<file path="src/include/efm_pkg.sv">
// package: constants and types for the event flag and merge unit
package efm_pkg;

  // ---------------------------------------------------------------
  // sizes
  // ---------------------------------------------------------------
  localparam int NTHR   = 6;   // event processor threads
  localparam int NSEL   = 12;  // merge select bits per channel
  localparam int NCH    = 3;   // output controller channels served
  localparam int ADDR_W = 18;  // avalon byte address width
  localparam int DATA_W = 32;  // avalon data width
  localparam int BE_W   = 4;   // avalon byte enables
  localparam int IDX_W  = 16;  // register index width

  // ---------------------------------------------------------------
  // register indices (byte address = index * 4)
  // ---------------------------------------------------------------
  localparam logic [IDX_W-1:0] IDX_IRQ_ENABLE = 16'he300;
  localparam logic [IDX_W-1:0] IDX_FLAGS      = 16'he308;
  localparam logic [IDX_W-1:0] IDX_MG0_LO     = 16'he310;
  localparam logic [IDX_W-1:0] IDX_MG0_HI     = 16'he311;
  localparam logic [IDX_W-1:0] IDX_MG1_LO     = 16'he312;
  localparam logic [IDX_W-1:0] IDX_MG1_HI     = 16'he313;
  localparam logic [IDX_W-1:0] IDX_MG2_LO     = 16'he314;
  localparam logic [IDX_W-1:0] IDX_MG2_HI     = 16'he315;

  // ---------------------------------------------------------------
  // field layout, reset and response codes
  // ---------------------------------------------------------------
  localparam int LO_W   = 8;   // lower merge register: select bits 7..0
  localparam int HI_W   = 4;   // upper merge register: select bits 11..8
  localparam int HI_LSB = 8;
  localparam logic [1:0] RESP_OKAY   = 2'h0;
  localparam logic [1:0] RESP_SLVERR = 2'h2;

  // ---------------------------------------------------------------
  // types
  // ---------------------------------------------------------------
  typedef struct packed {
    logic [NTHR-1:0] ev14;  // flag set events
    logic [NTHR-1:0] ev11;  // merge source events 11
    logic [NTHR-1:0] ev10;  // merge source events 10
  } efm_ev_type;

  typedef enum logic [1:0] {BUS_IDLE = 2'h0, BUS_ACK = 2'h1} efm_bus_type;

  typedef enum logic [3:0] {
    REG_NONE, REG_EN, REG_FLAG, REG_M0L, REG_M0H, REG_M1L, REG_M1H, REG_M2L, REG_M2H
  } efm_reg_type;

  typedef struct packed {
    efm_bus_type                bus_st;
    logic                       waitreq;
    logic [DATA_W-1:0]          rdata;
    logic [1:0]                 resp;
    logic [NTHR-1:0]            flags;
    logic [NTHR-1:0]            enable;
    logic [NCH-1:0][NSEL-1:0]   sel;
    logic                       irq;
  } efm_state_type;

  localparam efm_state_type ST_RESET = '{bus_st: BUS_IDLE, waitreq: 1'b1, default: '0};

endpackage

</file>
<file path="src/efm_top.sv">
// module: thread event flags, interrupt and event merge for output channels
`timescale 1ns/10ps

// Overview of operation
// - six thread flags in bits 5..0, set by that thread's event 14
// - a flag reads 1 once its source occurred, 0 otherwise
// - writing 1 clears a flag, writing 0 leaves it alone
// - a clear in the same cycle as a new event wins; set ignored
// - interrupt raised while any flag and its enable are both 1
// - reserved bits read 0; software writes 0 to them
// - merge select 1 includes its event in the OR, 0 excludes it
// - lower channel 0 bits 0..7: ev10, ev11 of threads 0 to 3
// - upper channel 0 bits 0..3: ev10, ev11 of threads 4 and 5
// - second register pair, same mapping, feeds channel 1
// - third register pair, same mapping, feeds channel 2
// - each channel input is the OR of its enabled thread events
// - separate enable register gates each flag onto the interrupt
// - merged result is delivered as the channel's event input

module efm_top
(
  input  wire logic                       i_ref_clk,
  input  wire logic                       i_srst,
  input  wire logic [efm_pkg::ADDR_W-1:0] i_avs_address,
  input  wire logic                       i_avs_read,
  input  wire logic                       i_avs_write,
  input  wire logic [efm_pkg::DATA_W-1:0] i_avs_writedata,
  input  wire logic [efm_pkg::BE_W-1:0]   i_avs_byteenable,
  output logic      [efm_pkg::DATA_W-1:0] o_avs_readdata,
  output logic                            o_avs_waitrequest,
  output logic      [1:0]                 o_avs_response,
  input  wire efm_pkg::efm_ev_type        i_thread_ev,
  output logic      [efm_pkg::NCH-1:0]    o_poc_ev,
  output logic                            o_irq
);
  import efm_pkg::*;

  // ---------------------------------------------------------------
  // state and helpers
  // ---------------------------------------------------------------
  efm_state_type   st_r;
  efm_state_type   st_nxt;
  efm_reg_type     hit;
  logic            wr_lane;
  logic [NTHR-1:0] clr_mask;
  logic [NTHR-1:0] set_mask;
  logic [NSEL-1:0] src_vec;

  // ---------------------------------------------------------------
  // functions
  // ---------------------------------------------------------------

  // address to register decode, low two bits are the byte lane
  function automatic efm_reg_type reg_decode(input logic [ADDR_W-1:0] a);
    logic [IDX_W-1:0] idx;
    idx = a[ADDR_W-1:2];
    case (idx)
      IDX_IRQ_ENABLE: reg_decode = REG_EN;
      IDX_FLAGS:      reg_decode = REG_FLAG;
      IDX_MG0_LO:     reg_decode = REG_M0L;
      IDX_MG0_HI:     reg_decode = REG_M0H;
      IDX_MG1_LO:     reg_decode = REG_M1L;
      IDX_MG1_HI:     reg_decode = REG_M1H;
      IDX_MG2_LO:     reg_decode = REG_M2L;
      IDX_MG2_HI:     reg_decode = REG_M2H;
      default:        reg_decode = REG_NONE;
    endcase
  endfunction

  // interleave events: bit 2t is ev10 of thread t, bit 2t+1 its ev11
  function automatic logic [NSEL-1:0] ev_pair(input logic [NTHR-1:0] e10,
                                              input logic [NTHR-1:0] e11);
    logic [NSEL-1:0] r;
    r = '0;
    for (int t = 0; t < NTHR; t++)
    begin
      r[2*t]   = e10[t];
      r[2*t+1] = e11[t];
    end
    return r;
  endfunction

  // read mux, unused upper bits stay zero
  function automatic logic [DATA_W-1:0] reg_read(input efm_reg_type k,
                                                 input efm_state_type s);
    logic [DATA_W-1:0] r;
    r = '0;
    case (k)
      REG_EN:   r = DATA_W'(s.enable);
      REG_FLAG: r = DATA_W'(s.flags);
      REG_M0L:  r = DATA_W'(s.sel[0][LO_W-1:0]);
      REG_M0H:  r = DATA_W'(s.sel[0][NSEL-1:HI_LSB]);
      REG_M1L:  r = DATA_W'(s.sel[1][LO_W-1:0]);
      REG_M1H:  r = DATA_W'(s.sel[1][NSEL-1:HI_LSB]);
      REG_M2L:  r = DATA_W'(s.sel[2][LO_W-1:0]);
      REG_M2H:  r = DATA_W'(s.sel[2][NSEL-1:HI_LSB]);
      default:  r = '0;
    endcase
    return r;
  endfunction

  // ---------------------------------------------------------------
  // next state
  // ---------------------------------------------------------------

  // bus decode, flag update, register writes and bus handshake
  always_comb
  begin
    st_nxt   = st_r;
    hit      = reg_decode(i_avs_address);
    // a write takes effect only on the edge where waitrequest is low
    wr_lane  = (st_r.bus_st == BUS_ACK) && i_avs_write && i_avs_byteenable[0];
    clr_mask = (wr_lane && hit == REG_FLAG) ? i_avs_writedata[NTHR-1:0] : '0;
    set_mask = i_thread_ev.ev14 & ~clr_mask;
    // sticky flags: clear has priority over a new event
    st_nxt.flags = (st_r.flags | set_mask) & ~clr_mask;

    // control register writes, reserved bits dropped
    if (wr_lane)
    begin
      case (hit)
        REG_EN:  st_nxt.enable = i_avs_writedata[NTHR-1:0];
        REG_M0L: st_nxt.sel[0][LO_W-1:0] = i_avs_writedata[LO_W-1:0];
        REG_M0H: st_nxt.sel[0][NSEL-1:HI_LSB] = i_avs_writedata[HI_W-1:0];
        REG_M1L: st_nxt.sel[1][LO_W-1:0] = i_avs_writedata[LO_W-1:0];
        REG_M1H: st_nxt.sel[1][NSEL-1:HI_LSB] = i_avs_writedata[HI_W-1:0];
        REG_M2L: st_nxt.sel[2][LO_W-1:0] = i_avs_writedata[LO_W-1:0];
        REG_M2H: st_nxt.sel[2][NSEL-1:HI_LSB] = i_avs_writedata[HI_W-1:0];
        default: st_nxt.enable = st_r.enable;
      endcase
    end

    // slave handshake: one wait cycle, then answer for one cycle
    case (st_r.bus_st)
      BUS_IDLE:
      begin
        if (i_avs_read || i_avs_write)
        begin
          st_nxt.bus_st  = BUS_ACK;
          st_nxt.waitreq = 1'b0;
          st_nxt.resp    = (hit == REG_NONE) ? RESP_SLVERR : RESP_OKAY;
          if (i_avs_read)
          begin
            st_nxt.rdata = reg_read(hit, st_r);
          end
        end
      end
      BUS_ACK:
      begin
        st_nxt.bus_st  = BUS_IDLE;
        st_nxt.waitreq = 1'b1;
      end
      default:
      begin
        st_nxt.bus_st  = BUS_IDLE;
        st_nxt.waitreq = 1'b1;
      end
    endcase

    // interrupt level from the flags and enables about to be stored
    st_nxt.irq = |(st_nxt.flags & st_nxt.enable);
  end

  // state register
  always_ff @(posedge i_ref_clk)
  begin
    if (i_srst)
    begin
      st_r <= ST_RESET;
    end
    else
    begin
      st_r <= st_nxt;
    end
  end

  // ---------------------------------------------------------------
  // outputs
  // ---------------------------------------------------------------

  // bus and interrupt outputs straight from the state register
  assign o_avs_readdata    = st_r.rdata;
  assign o_avs_waitrequest = st_r.waitreq;
  assign o_avs_response    = st_r.resp;
  assign o_irq             = st_r.irq;

  // merge: or of selected thread events, no latching stage
  always_comb
  begin
    src_vec = ev_pair(i_thread_ev.ev10, i_thread_ev.ev11);
    for (int c = 0; c < NCH; c++)
    begin
      o_poc_ev[c] = |(st_r.sel[c] & src_vec);
    end
  end
endmodule

</file>
<file path="config.mk">
export PLATFORM = sky130hd
export DESIGN_NAME = efm_top
export DESIGN_NICKNAME = d
export VERILOG_FILES = /design/src/include/efm_pkg.sv /design/src/efm_top.sv
export SDC_FILE = /design/constraint.sdc
export NUM_CORES = 1
export LEC_CHECK = 0
export BUFFER_PORTS_ARGS = -buffer_cell sky130_fd_sc_hd__clkbuf_2
export CAP_MARGIN = 10
export CORE_MARGIN = 5
export CORE_UTILIZATION = 35
export CTS_BUF_LIST = sky130_fd_sc_hd__clkbuf_8
export CTS_CLUSTER_DIAMETER = 60
export DETAILED_ROUTE_END_ITERATION = 16
export PLACE_DENSITY_LB_ADDON = 0.25
export REMOVE_ABC_BUFFERS = 1
export SLEW_MARGIN = 20
export SYNTH_ARGS = -nofsm -noshare
export SYNTH_HDL_FRONTEND = slang
export SYNTH_SLANG_ARGS = --single-unit
</file>
<file path="constraint.sdc">
create_clock -name i_ref_clk -period 1.8 [get_ports i_ref_clk]
set_input_delay 0.18 -clock i_ref_clk [delete_from_list [all_inputs] [get_ports i_ref_clk]]
set_output_delay 0.18 -clock i_ref_clk [all_outputs]
set_load 0.01 [all_outputs]
</file>
==> summary.txt, run 1 <==
STA
  – Ratio of final minimum period to clock period: 0.955
  – Fin Setup TNS: 0 ps
  – Final Skew: 8.86 ps
  – Post-layout min period: 1720 ps
  – Final setup vio count: 0
  – Max-slew violations: 0
  – Final Hold Viols: 0
  – PnR worst setup slack: 81.1 ps
  – Hold slack: 116 ps
  – Fmax: 582 MHz
  – RSZ-0062 raised after global routing: no

Global routing
  – Total global-route track usage: 0.182
  – Met2 Track Usage GR: 0.290
  – First-pass GRT wire length: 16.4 mm
  – Initial antenna violation count: 0
  – GRT met1 Usage: 0.241
  – Total gr overflow: 0
  – GR peak layer: met2
  – Number of global-route vias before repair: 3139
  – Grt met3 use: 0.0540
  – Largest net degree at the start of global routing: 24

Critical path
  – Setup CP Type: flop to flop
  – Critical path data required time: 2000 ps
  – Endpoint class of the critical path: flop
  – CP startpoint kind: flop
  – Worst-path maximum fanout: 15
  – Critical Path AT: 1920 ps

Drt
  – Via count: 3163
  – Wire per inst: 17.1 microns
  – Initial drt markers: 228
  – Final wirelength: 10.3 mm
  – DRC violations left: 0
  – DR vias/cell: 5.25
  – Final ANT Viol Nets: 0
  – Pre-antenna DRT Iters: 5

Logic synthesis
  – Share of the synthesized area in the top cell type: 0.360
  – Synth area leaders: dfxtp_1 36%, buf_4 8.3%, mux2i_1 6.9%, nand2_1 5.3%, nor2_1 4.4%
  – #FFs+latches synth: 60
  – Post-synth EDFFs: 0
  – Post-synthesis sequential area ratio: 0.360
  – Post-synth top area cell: dfxtp_1
  – Post-Syn Area: 0.00334 sq mm
  – Count leader, synth: dfxtp_1
  – Asr flop ratio synth: 0
  – Most frequent cells after synthesis: 60 x dfxtp_1, 47 x nand2_1, 39 x nor2_1, 37 x buf_4, 25 x nand3_1
  – Cell count after synthesis: 382
  – Synth Flop Type: dfxtp_1
  – Syn avg cell area: 8.74 sq um
  – Warnings, synthesis: 0
  – Synth unique cells: 45

CTS
  – Clock Path Buffers: 2
  – CTS Buf Count: 9
  – Hold_buf cts: 0
  – Clk pin slew, worst setup/hold paths: 60 ps
  – Post-CTS Setup Repair Bufs: 0
  – Worst-Skew Late Latency: 340 ps
  – Post-cts resize count: 0
  – CTS tree: done
  – CTS HTree Levels: 3
  – Clk sinks: 60
  – Root buf cell: clkbuf_8

Power and ir drop
  – Tot Pwr: 2.83 mW
  – Pwr Density: 687 mW/mm^2
  – LEAKAGE: 1.61 nW
  – Worst VDD drop: 0.318 mV

Finish
  – Post-route insts no fill: 602
  – # diodes: 0
  – Final Core Density: 0.443
  – Share of layout cells above drive strength 1: 0.300
  – Final #Nets: 546
  – Final instance area: 0.00411 sq mm
  – Area growth syn-to-layout: 23.2%

Floorplan
  – Die height: 108 microns
  – FP Rows: 35
  – Starting Density: 0.359
  – Ports: 115
  – Placeable Area: 0.00928 sq mm
  – DIE WIDTH: 108 microns
  – Total Die Area: 0.0116 sq mm

Status
  – Status: complete, no violations

Place
  – Inst Count DP: 588
  – Pre-CTS setup slack: -144 ps
  – IO Port Bufs: 60
  – GPL Wtd Cong: 0.898
  – Placed Area: 0.00392 sq mm
  – Final HPWL DP: 8.20 mm

Job
  – Max-capacitance violation count: 0

Hold path
  – Hold crit path type: input port to flop
[final timing paths]
check / startpoint / end / slack [ps] / depth (start not counted)
worst max-delay path: st_r[84] / st_r[19] / 80 / 6
worst min-delay path: i_thread_ev[14] / st_r[45] / 120 / 3
worst max register to register: st_r[84] / st_r[19] / 80 / 6
worst min register to register: o_avs_waitrequest / o_avs_waitrequest / 460 / 1
[layout by cell type, fill, tap and decap left out, types with 7 or more instances in the layout]
cell and n:
buf_4 45, o21ai_0 8, nand2_1 47, nand3_1 25
mux2i_1 23, a21oi_1 21, clkbuf_2 60, clkbuf_8 11
conb_1 25, a222oi_1 7, a22o_1 9, nor2_1 39
a221oi_1 16, dfxtp_1 60
[worst max-delay path: stages, from the launching register on]
cell and delay, ps:
dfxtp_1 400, and3_1 270, buf_4 260, buf_4 180, nand2_1 230, nand2_1 150
a21oi_1 70
[kinds of logic (layout without fill, tap and decap cells)]
logic type             count (synthesis)  count (layout)  synth area share
multiplexers                          27              27            0.0825
other                                  1              25           0.00112
AND/OR/NAND/NOR                      157             157             0.267
AO/OA/AOI/OAI                         80              80             0.183
buffers and inverters                 57             124             0.106
flip-flops                            60              60             0.360
[per-layer routing]
metal,vias up,part of all wire
li1,1520,-
met1,1477,0.44
met2,150,0.45
met3,16,0.094
met4,0,0.014
met5,-,0
[registers in the layout (all words and copies together), names as in the netlist]
signal and count:
o_avs_response 1, st_r 49, o_avs_readdata 8, o_irq 1, o_avs_waitrequest 1
[power breakdown]
group | leakage [nW] | internal, mW | switching [mW]
logic | 1.03 | 0.0990 | 0.176
registers | 0.486 | 1.35 | 0.0148
clock network | 0.102 | 0.692 | 0.497
total | 1.61 | 2.14 | 0.688
[cell type report]
type / instances / area, sq um
timing repair buffer: 107 / 678
multi-input combinational: 289 / 1870
fill: 933 / 5170
clock inverter: 3 / 38.8
clock buffer: 11 / 151
tap: 129 / 161
sequential: 60 / 1200
inverter: 3 / 11.3
No activity file was read; power rests on OpenSTA's default activity.
==> inputs of run 2 (changes only) <==
--- a/config.mk
+++ b/config.mk
@@ -13,7 +13,6 @@
 export CTS_CLUSTER_DIAMETER = 60
 export DETAILED_ROUTE_END_ITERATION = 16
 export PLACE_DENSITY_LB_ADDON = 0.25
-export REMOVE_ABC_BUFFERS = 1
 export SLEW_MARGIN = 20
 export SYNTH_ARGS = -nofsm -noshare
 export SYNTH_HDL_FRONTEND = slang
==> constraint.sdc (replaced) <==
create_clock -name i_ref_clk -period 1.4 [get_ports i_ref_clk]
set_input_delay 0.14 -clock i_ref_clk [delete_from_list [all_inputs] [get_ports i_ref_clk]]
set_output_delay 0.14 -clock i_ref_clk [all_outputs]
set_load 0.01 [all_outputs]
==> run 2 against run 1 <==
  * The flow now finishes with violations (setup timing)
  * Largest cell class unchanged
  * Sequential share of layout area is 3.0 points lower
  * Critical path type is now flop to output pin
  * Total power increased by 36%
  * Cell count rose by 4.5%
  * Count of clock-buffer cells in the layout increased by 1
  * Die area unchanged
  * Routed wire length grew 9.6%
  * Clock skew rose by 2.2 ps
  * Largest power group unchanged
  * Critical path depth decreased by 2
==> summary.txt, run 2 (synthesis results as in run 1) <==
Status
  – Status: complete, but fails checks
  – Failing checks: setup timing

Floorplan
  – Ports: 115 (unchanged)
  – Starting Density: 0.359 (unchanged)
  – DIE WIDTH: 108 microns (unchanged)
  – FP Rows: 35 (unchanged)
  – Placeable Area: 0.00928 sq mm (unchanged)
  – Die height: 108 microns (unchanged)
  – Total Die Area: 0.0116 sq mm (unchanged)

Critical path
  – RR Endpoint: o_irq
  – Crit Reg-Reg Startpoint: st_r[84]
  – Critical Path AT: 1410 ps (-510 ps)
  – CP startpoint kind: flop
  – Critical path data required time: 1260 ps (-740 ps)
  – Endpoint class of the critical path: output pin
  – Setup slack, reg-to-reg: -50 ps (-130 ps)
  – R2R depth: 6 (unchanged)
  – Setup CP Type: flop to output pin
  – Worst-path maximum fanout: 3 (-12)

Place
  – Placed Area: 0.00400 sq mm (+1.9%)
  – IO Port Bufs: 60 (unchanged)
  – GPL Wtd Cong: 0.918 (+2.2%)
  – Final HPWL DP: 8.19 mm (about the same)

Global routing
  – Number of global-route vias before repair: 3183 (+1.4%)
  – First-pass GRT wire length: 16.8 mm (+2.4%)
  – GRT met1 Usage: 0.260 (+0.0195)
  – Grt met3 use: 0.0534 (-0.000600)
  – Total gr overflow: 0 (unchanged)
  – Initial antenna violation count: 0 (unchanged)
  – Largest net degree at the start of global routing: 26 (+8.3%)
  – Total global-route track usage: 0.187 (+0.00512)
  – Met2 Track Usage GR: 0.279 (-0.0111)
  – GR peak layer: met2

STA
  – Final Hold Viols: 0 (unchanged)
  – Fmax: 645 MHz
  – Ratio of final minimum period to clock period: 1.11
  – Final setup vio count: 13 (+13)
  – PnR worst setup slack: -150 ps (-231 ps)
  – Max-slew violations: 0 (unchanged)
  – RSZ-0062 raised after global routing: yes
  – Post-layout min period: 1550 ps
  – Final Skew: 11.1 ps (+2.21 ps)

Power and ir drop
  – Logic pwr share: 0.112 (+0.015)
  – Pwr Density: 821 mW/mm^2 (+20%)
  – Switching Power: 0.984 mW (+43%)
  – Worst VDD drop: 0.599 mV (+88%)
  – Internal power: 2.86 mW (+34%)
  – Switching Share: 0.256 (+0.0125)
  – Clock power share: 0.433 (+0.012)
  – LEAKAGE: 1.86 nW (+15%)
  – Flop pwr share: 0.455 (-0.027)

Job
  – Max-capacitance violation count: 0 (unchanged)

Hold path
  – Hold wc startpoint: i_avs_writedata[7]
  – Hold crit path type: input port to flop
  – Hold Path Cell Cnt: 3 (unchanged)
  – Worst Hold End: st_r[20]

CTS
  – CTS HTree Levels: 3 (unchanged)
  – Root buf cell: clkbuf_8
  – Worst-Skew Late Latency: 340 ps (about the same)
  – Clk pin slew, worst setup/hold paths: 70 ps (about the same)
  – Clk sinks: 60 (unchanged)
  – Clock Path Buffers: 2 (unchanged)
  – CTS Buf Count: 9 (unchanged)
  – CTS tree: done
  – Hold_buf cts: 0 (unchanged)

Drt
  – Final wirelength: 11.3 mm (+9.6%)
  – Final ANT Viol Nets: 0 (unchanged)
  – DR vias/cell: 5.45 (+3.7%)
  – Via count: 3428 (+8.4%)
  – DRC violations left: 0 (unchanged)
  – Initial drt markers: 277 (+21%)
  – Wire per inst: 18.0 microns (+4.9%)
  – Pre-antenna DRT Iters: 8 (+3)

Finish
  – # diodes: 0 (unchanged)
  – Max reg flops: 49 (unchanged)
  – Most frequent cells in the layout: 59 x buf_4, 56 x clkbuf_2, 42 x dfxtp_1
  – Most flops, register: st_r
  – Area growth syn-to-layout: 40.3%
  – Most common cell after layout, fill and taps aside: buf_4
  – Share of layout cells above drive strength 1: 0.456 (+0.156)
  – Final instance area: 0.00468 sq mm (+14%)
  – Final Core Density: 0.504 (+0.0613)
  – Final #Nets: 571 (+4.6%)
[run 2: how the worst max path moves through the flow]
| stage | startpoint | to | slack, ps | depth (start not counted) |
|---|---|---|---|---|
| floorplan | i_avs_address[13] | o_avs_readdata[1] | -260 | 6 |
| global placement | i_avs_address[8] | o_avs_readdata[5] | -350 | 9 |
| detailed placement | i_avs_address[8] | o_avs_readdata[7] | -430 | 9 |
| CTS | st_r[27] | o_poc_ev[2] | -80 | 4 |
| global route | st_r[23] | o_poc_ev[1] | -200 | 4 |
| finish | st_r[15] | o_poc_ev[1] | -150 | 4 |
[run 2: per-layer routing]
layer / part of all wire / vias up / routed length, microns
met1: 0.45 / 1632 / 5050
met4: 0.023 / 0 / 263
met3: 0.083 / 29 / 942
met2: 0.45 / 190 / 5050
li1: - / 1577 / -
met5: 0 / - / 0
[run 2: final cells by class]
cell class / count / area (sq um)
Inverter: 3 / 11.3
Clock buffer: 12 / 165
Sequential cell: 60 / 1230
Fill cell: 846 / 4600
Clock inverter: 4 / 47.5
Multi-Input combinational cell: 289 / 2110
Tap cell: 129 / 161
Timing Repair Buffer: 132 / 958
[run 2: through the flow]
stage	hold WS [ps]	setup slack (ps)	instances	setup TNS (ps)	power, mW
finish	69.0	-150	629	-609	3.84
global route	59.5	-200	629	-2750	3.98
CTS	53.0	-80.4	619	-274	3.83
detailed placement	423	-427	592	-15650	2.16
global placement	420	-352	592	-13200	2.16
floorplan	236	-261	406	-6670	2.02
[run 2: critical path: stages (launching register included)]
cell      delay [ps]
dfxtp_2          340
a22o_1           220
a221oi_2         200
nand3_1          150
clkbuf_2         160
[run 2: power by group through the flow]
stage               registers, mW  logic, mW  clock network [mW]
CTS                          1.75      0.391                1.70
floorplan                    1.78      0.243                   0
global placement             1.79      0.370                   0
detailed placement           1.79      0.373                   0
finish                       1.75      0.430                1.67
global route                 1.75      0.462                1.76
[run 2: what timing repair did]
action                                  CTS  global route
setup buffers                            11            10
gates cloned                              0             1
pin swaps                                11            20
endpoints found under the setup margin   51            38
resized for setup                        41            42
==> inputs of run 3 (changes only) <==
--- a/config.mk
+++ b/config.mk
@@ -12,7 +12,7 @@
 export CTS_BUF_LIST = sky130_fd_sc_hd__clkbuf_8
 export CTS_CLUSTER_DIAMETER = 60
 export DETAILED_ROUTE_END_ITERATION = 16
-export PLACE_DENSITY_LB_ADDON = 0.25
+export PLACE_DENSITY_LB_ADDON = 0.1
 export SLEW_MARGIN = 20
 export SYNTH_ARGS = -nofsm -noshare
 export SYNTH_HDL_FRONTEND = slang
==> run 3 against run 2 <==
  * The flow still finishes with violations (setup timing)
  * Count of clock-buffer cells in the layout is 2 lower
  * Worst hold slack worse by 5.9 ps
  * Sequential cell count stayed put
  * Cell area is 1.3% higher
  * Cell count is 0.32% lower
  * Critical path depth stayed put
  * Maximum frequency is 1.2% lower
  * Non-clock buffer count is 2 lower
  * Critical endpoint is now o_poc_ev[2]
  * Largest cell class unchanged
==> summary.txt, run 3 (synthesis results as in run 1) <==
Critical path
  – Critical path origin: st_r[31]
  – CP startpoint kind: flop
  – Crit path buffers/inverters: 1 (unchanged)
  – RR Endpoint: o_irq
  – Critical Path Max Stage Delay: 340 ps (about the same)
  – CP max stage cell: dfxtp_2
  – Crit-path cells: a22o_1 > a221oi_2 > nand3_1 > clkbuf_2
  – Setup slack, reg-to-reg: -50 ps (about the same)
  – Crit Reg-Reg Startpoint: st_r[84]
  – CP delay by family, top: compound AO/OA/AOI/OAI gates
  – Worst-path maximum fanout: 3 (unchanged)
  – Endpoint class of the critical path: output pin
  – R2R depth: 6 (unchanged)
  – Critical path data required time: 1260 ps (about the same)
  – Critical Path AT: 1430 ps (+20 ps)
  – Setup CP Type: flop to output pin

Status
  – Failing checks: setup timing
  – Status: complete, but fails checks

Drt
  – Final wirelength: 10.9 mm (-3.3%)
  – Pre-antenna DRT Iters: 7 (-1)
  – Initial drt markers: 225 (-19%)
  – DRC violations left: 0 (unchanged)
  – Final ANT Viol Nets: 0 (unchanged)
  – Via count: 3268 (-4.7%)
  – DR vias/cell: 5.21 (-4.4%)
  – Wire per inst: 17.4 microns (-3.0%)

STA
  – Ratio of final minimum period to clock period: 1.12 (+0.0139)
  – Post-layout min period: 1570 ps (+19.4 ps)
  – RSZ-0062 raised after global routing: yes
  – Final Hold Viols: 0 (unchanged)
  – Fmax: 637 MHz (-1.2%)
  – Final setup vio count: 24 (+11)
  – Max-slew violations: 0 (unchanged)
  – Relative slew slack: 0.595
  – Worst-margin pin slew: 603 ps
  – PnR worst setup slack: -169 ps (-19.4 ps)
  – Final Skew: 10.4 ps (-0.663 ps)

Global routing
  – Total global-route track usage: 0.187 (+0.000236)
  – Largest net degree at the start of global routing: 41 (+58%)
  – Total gr overflow: 0 (unchanged)
  – First-pass GRT wire length: 16.6 mm (-1.2%)
  – Number of global-route vias before repair: 3143 (-1.3%)
  – Initial antenna violation count: 0 (unchanged)

Finish
  – Most flops, register: st_r
  – Area of the multi-input gates: 0.00217 sq mm (+2.8%)
  – Post-route insts no fill: 627 (-0.32%)
  – Most common cell after layout, fill and taps aside: clkbuf_2
  – Area growth syn-to-layout: 42.1%
  – Max reg flops: 49 (unchanged)
  – # diodes: 0 (unchanged)
  – Final instance area: 0.00474 sq mm (+1.3%)
  – Final Core Density: 0.511 (+0.00633)
  – Most frequent cells in the layout: 57 x clkbuf_2, 50 x buf_4, 47 x dfxtp_1
  – Seq. cell area: 0.00122 sq mm (-0.31%)
  – Share of layout cells above drive strength 1: 0.458 (+0.00183)
  – Final #Nets: 569 (-0.35%)
  – Filler cell count: 890 (+5.2%)

Power and ir drop
  – Worst VDD drop: 0.698 mV (+17%)
  – Pwr Density: 826 mW/mm^2 (+0.57%)
  – LEAKAGE: 1.84 nW (-0.74%)

CTS
  – Clock Path Buffers: 2 (unchanged)
  – Hold_buf cts: 0 (unchanged)
  – Clk sinks: 60 (unchanged)
  – Clk pin slew, worst setup/hold paths: 70 ps (about the same)
  – CTS Buf Count: 9 (unchanged)
  – Root buf cell: clkbuf_8
  – CTS HTree Levels: 3 (unchanged)
  – CTS tree: done
  – Worst-Skew Late Latency: 350 ps (about the same)

Floorplan
  – DIE WIDTH: 108 microns (unchanged)
  – Placeable Area: 0.00928 sq mm (unchanged)
  – Total Die Area: 0.0116 sq mm (unchanged)
  – Starting Density: 0.359 (unchanged)
  – Ports: 115 (unchanged)
  – Die height: 108 microns (unchanged)
  – FP Rows: 35 (unchanged)

Hold path
  – Worst Hold End: st_r[45]
  – Hold crit path type: input port to flop
  – Hold wc startpoint: i_thread_ev[14]
  – Hold Path Cell Cnt: 3 (unchanged)

Place
  – Inst Count DP: 595 (+0.51%)
  – GPL Wtd Cong: 0.868 (-5.4%)
  – IO Port Bufs: 60 (unchanged)
  – Final HPWL DP: 8.29 mm (+1.1%)
  – Placed Area: 0.00403 sq mm (+0.88%)
  – Pre-CTS setup slack: -451 ps (-24.0 ps)

Job
  – Max-capacitance violation count: 0 (unchanged)
[run 3: changes by cell type in the layout (fill, tap and decap cells not counted), sizes merged]
cell / before / now
buf: 74 / 73
bufinv: 1 / 2
clkinv: 2 / 1
inv: 4 / 5
clkbuf: 70 / 67
clkinvlp: 0 / 1
[run 3: stage by stage]
step	hold WS, ps	setup TNS (ps)	power [mW]
global placement	414	-15050	2.16
CTS	43.4	-713	3.91
global route	60.9	-3870	4.05
floorplan	236	-6670	2.02
finish	63.0	-965	3.92
detailed placement	423	-15150	2.16
[run 3: report_power, final]
group	switching, mW	total [mW]	internal, mW
clock network	0.712	1.75	1.03
logic	0.257	0.421	0.164
registers	0.0198	1.75	1.73
total	0.989	3.92	2.93
[run 3: worst max-delay path by stage]
stage,cells after the start,slack [ps],end
after detailed placement,8,-450,o_irq
after CTS,4,-190,o_poc_ev[2]
after floorplan,6,-260,o_avs_readdata[1]
final,4,-170,o_poc_ev[2]
after global routing,4,-250,o_poc_ev[2]
after global placement,8,-420,o_avs_readdata[1]
[run 3: area by class of cell]
class / instances / area share
Multi-Input combinational cell: 289 / 0.458
Sequential cell: 60 / 0.258
Timing Repair Buffer: 130 / 0.202
Tap cell: 129 / 0.0340
Clock buffer: 10 / 0.0290
Clock inverter: 6 / 0.0169
Inverter: 3 / 0.00238
[run 3: per-layer routing]
layer / vias up / global-route usage / share of wire
li1: 1572 / - / -
met1: 1558 / 0.256 / 0.45
met2: 118 / 0.278 / 0.45
met3: 20 / 0.0558 / 0.068
met4: 0 / 0.0658 / 0.027
met5: - / 0 / 0
[run 3: worst register-to-register path, delay by kind of cell, from the launching register on]
family	cells	cell delay [ps]
and+or+nand+nor	3	420
DFF	1	370
AOI/OAI and AO/OA	3	530
[run 3: timing repair]
| action | CTS | global route |
|---|---|---|
| resized for setup | 33 | 70 |
| cloned | 0 | 1 |
| pin swaps | 16 | 33 |
| setup buffers | 9 | 6 |
| setup endpoints to repair | 44 | 51 |
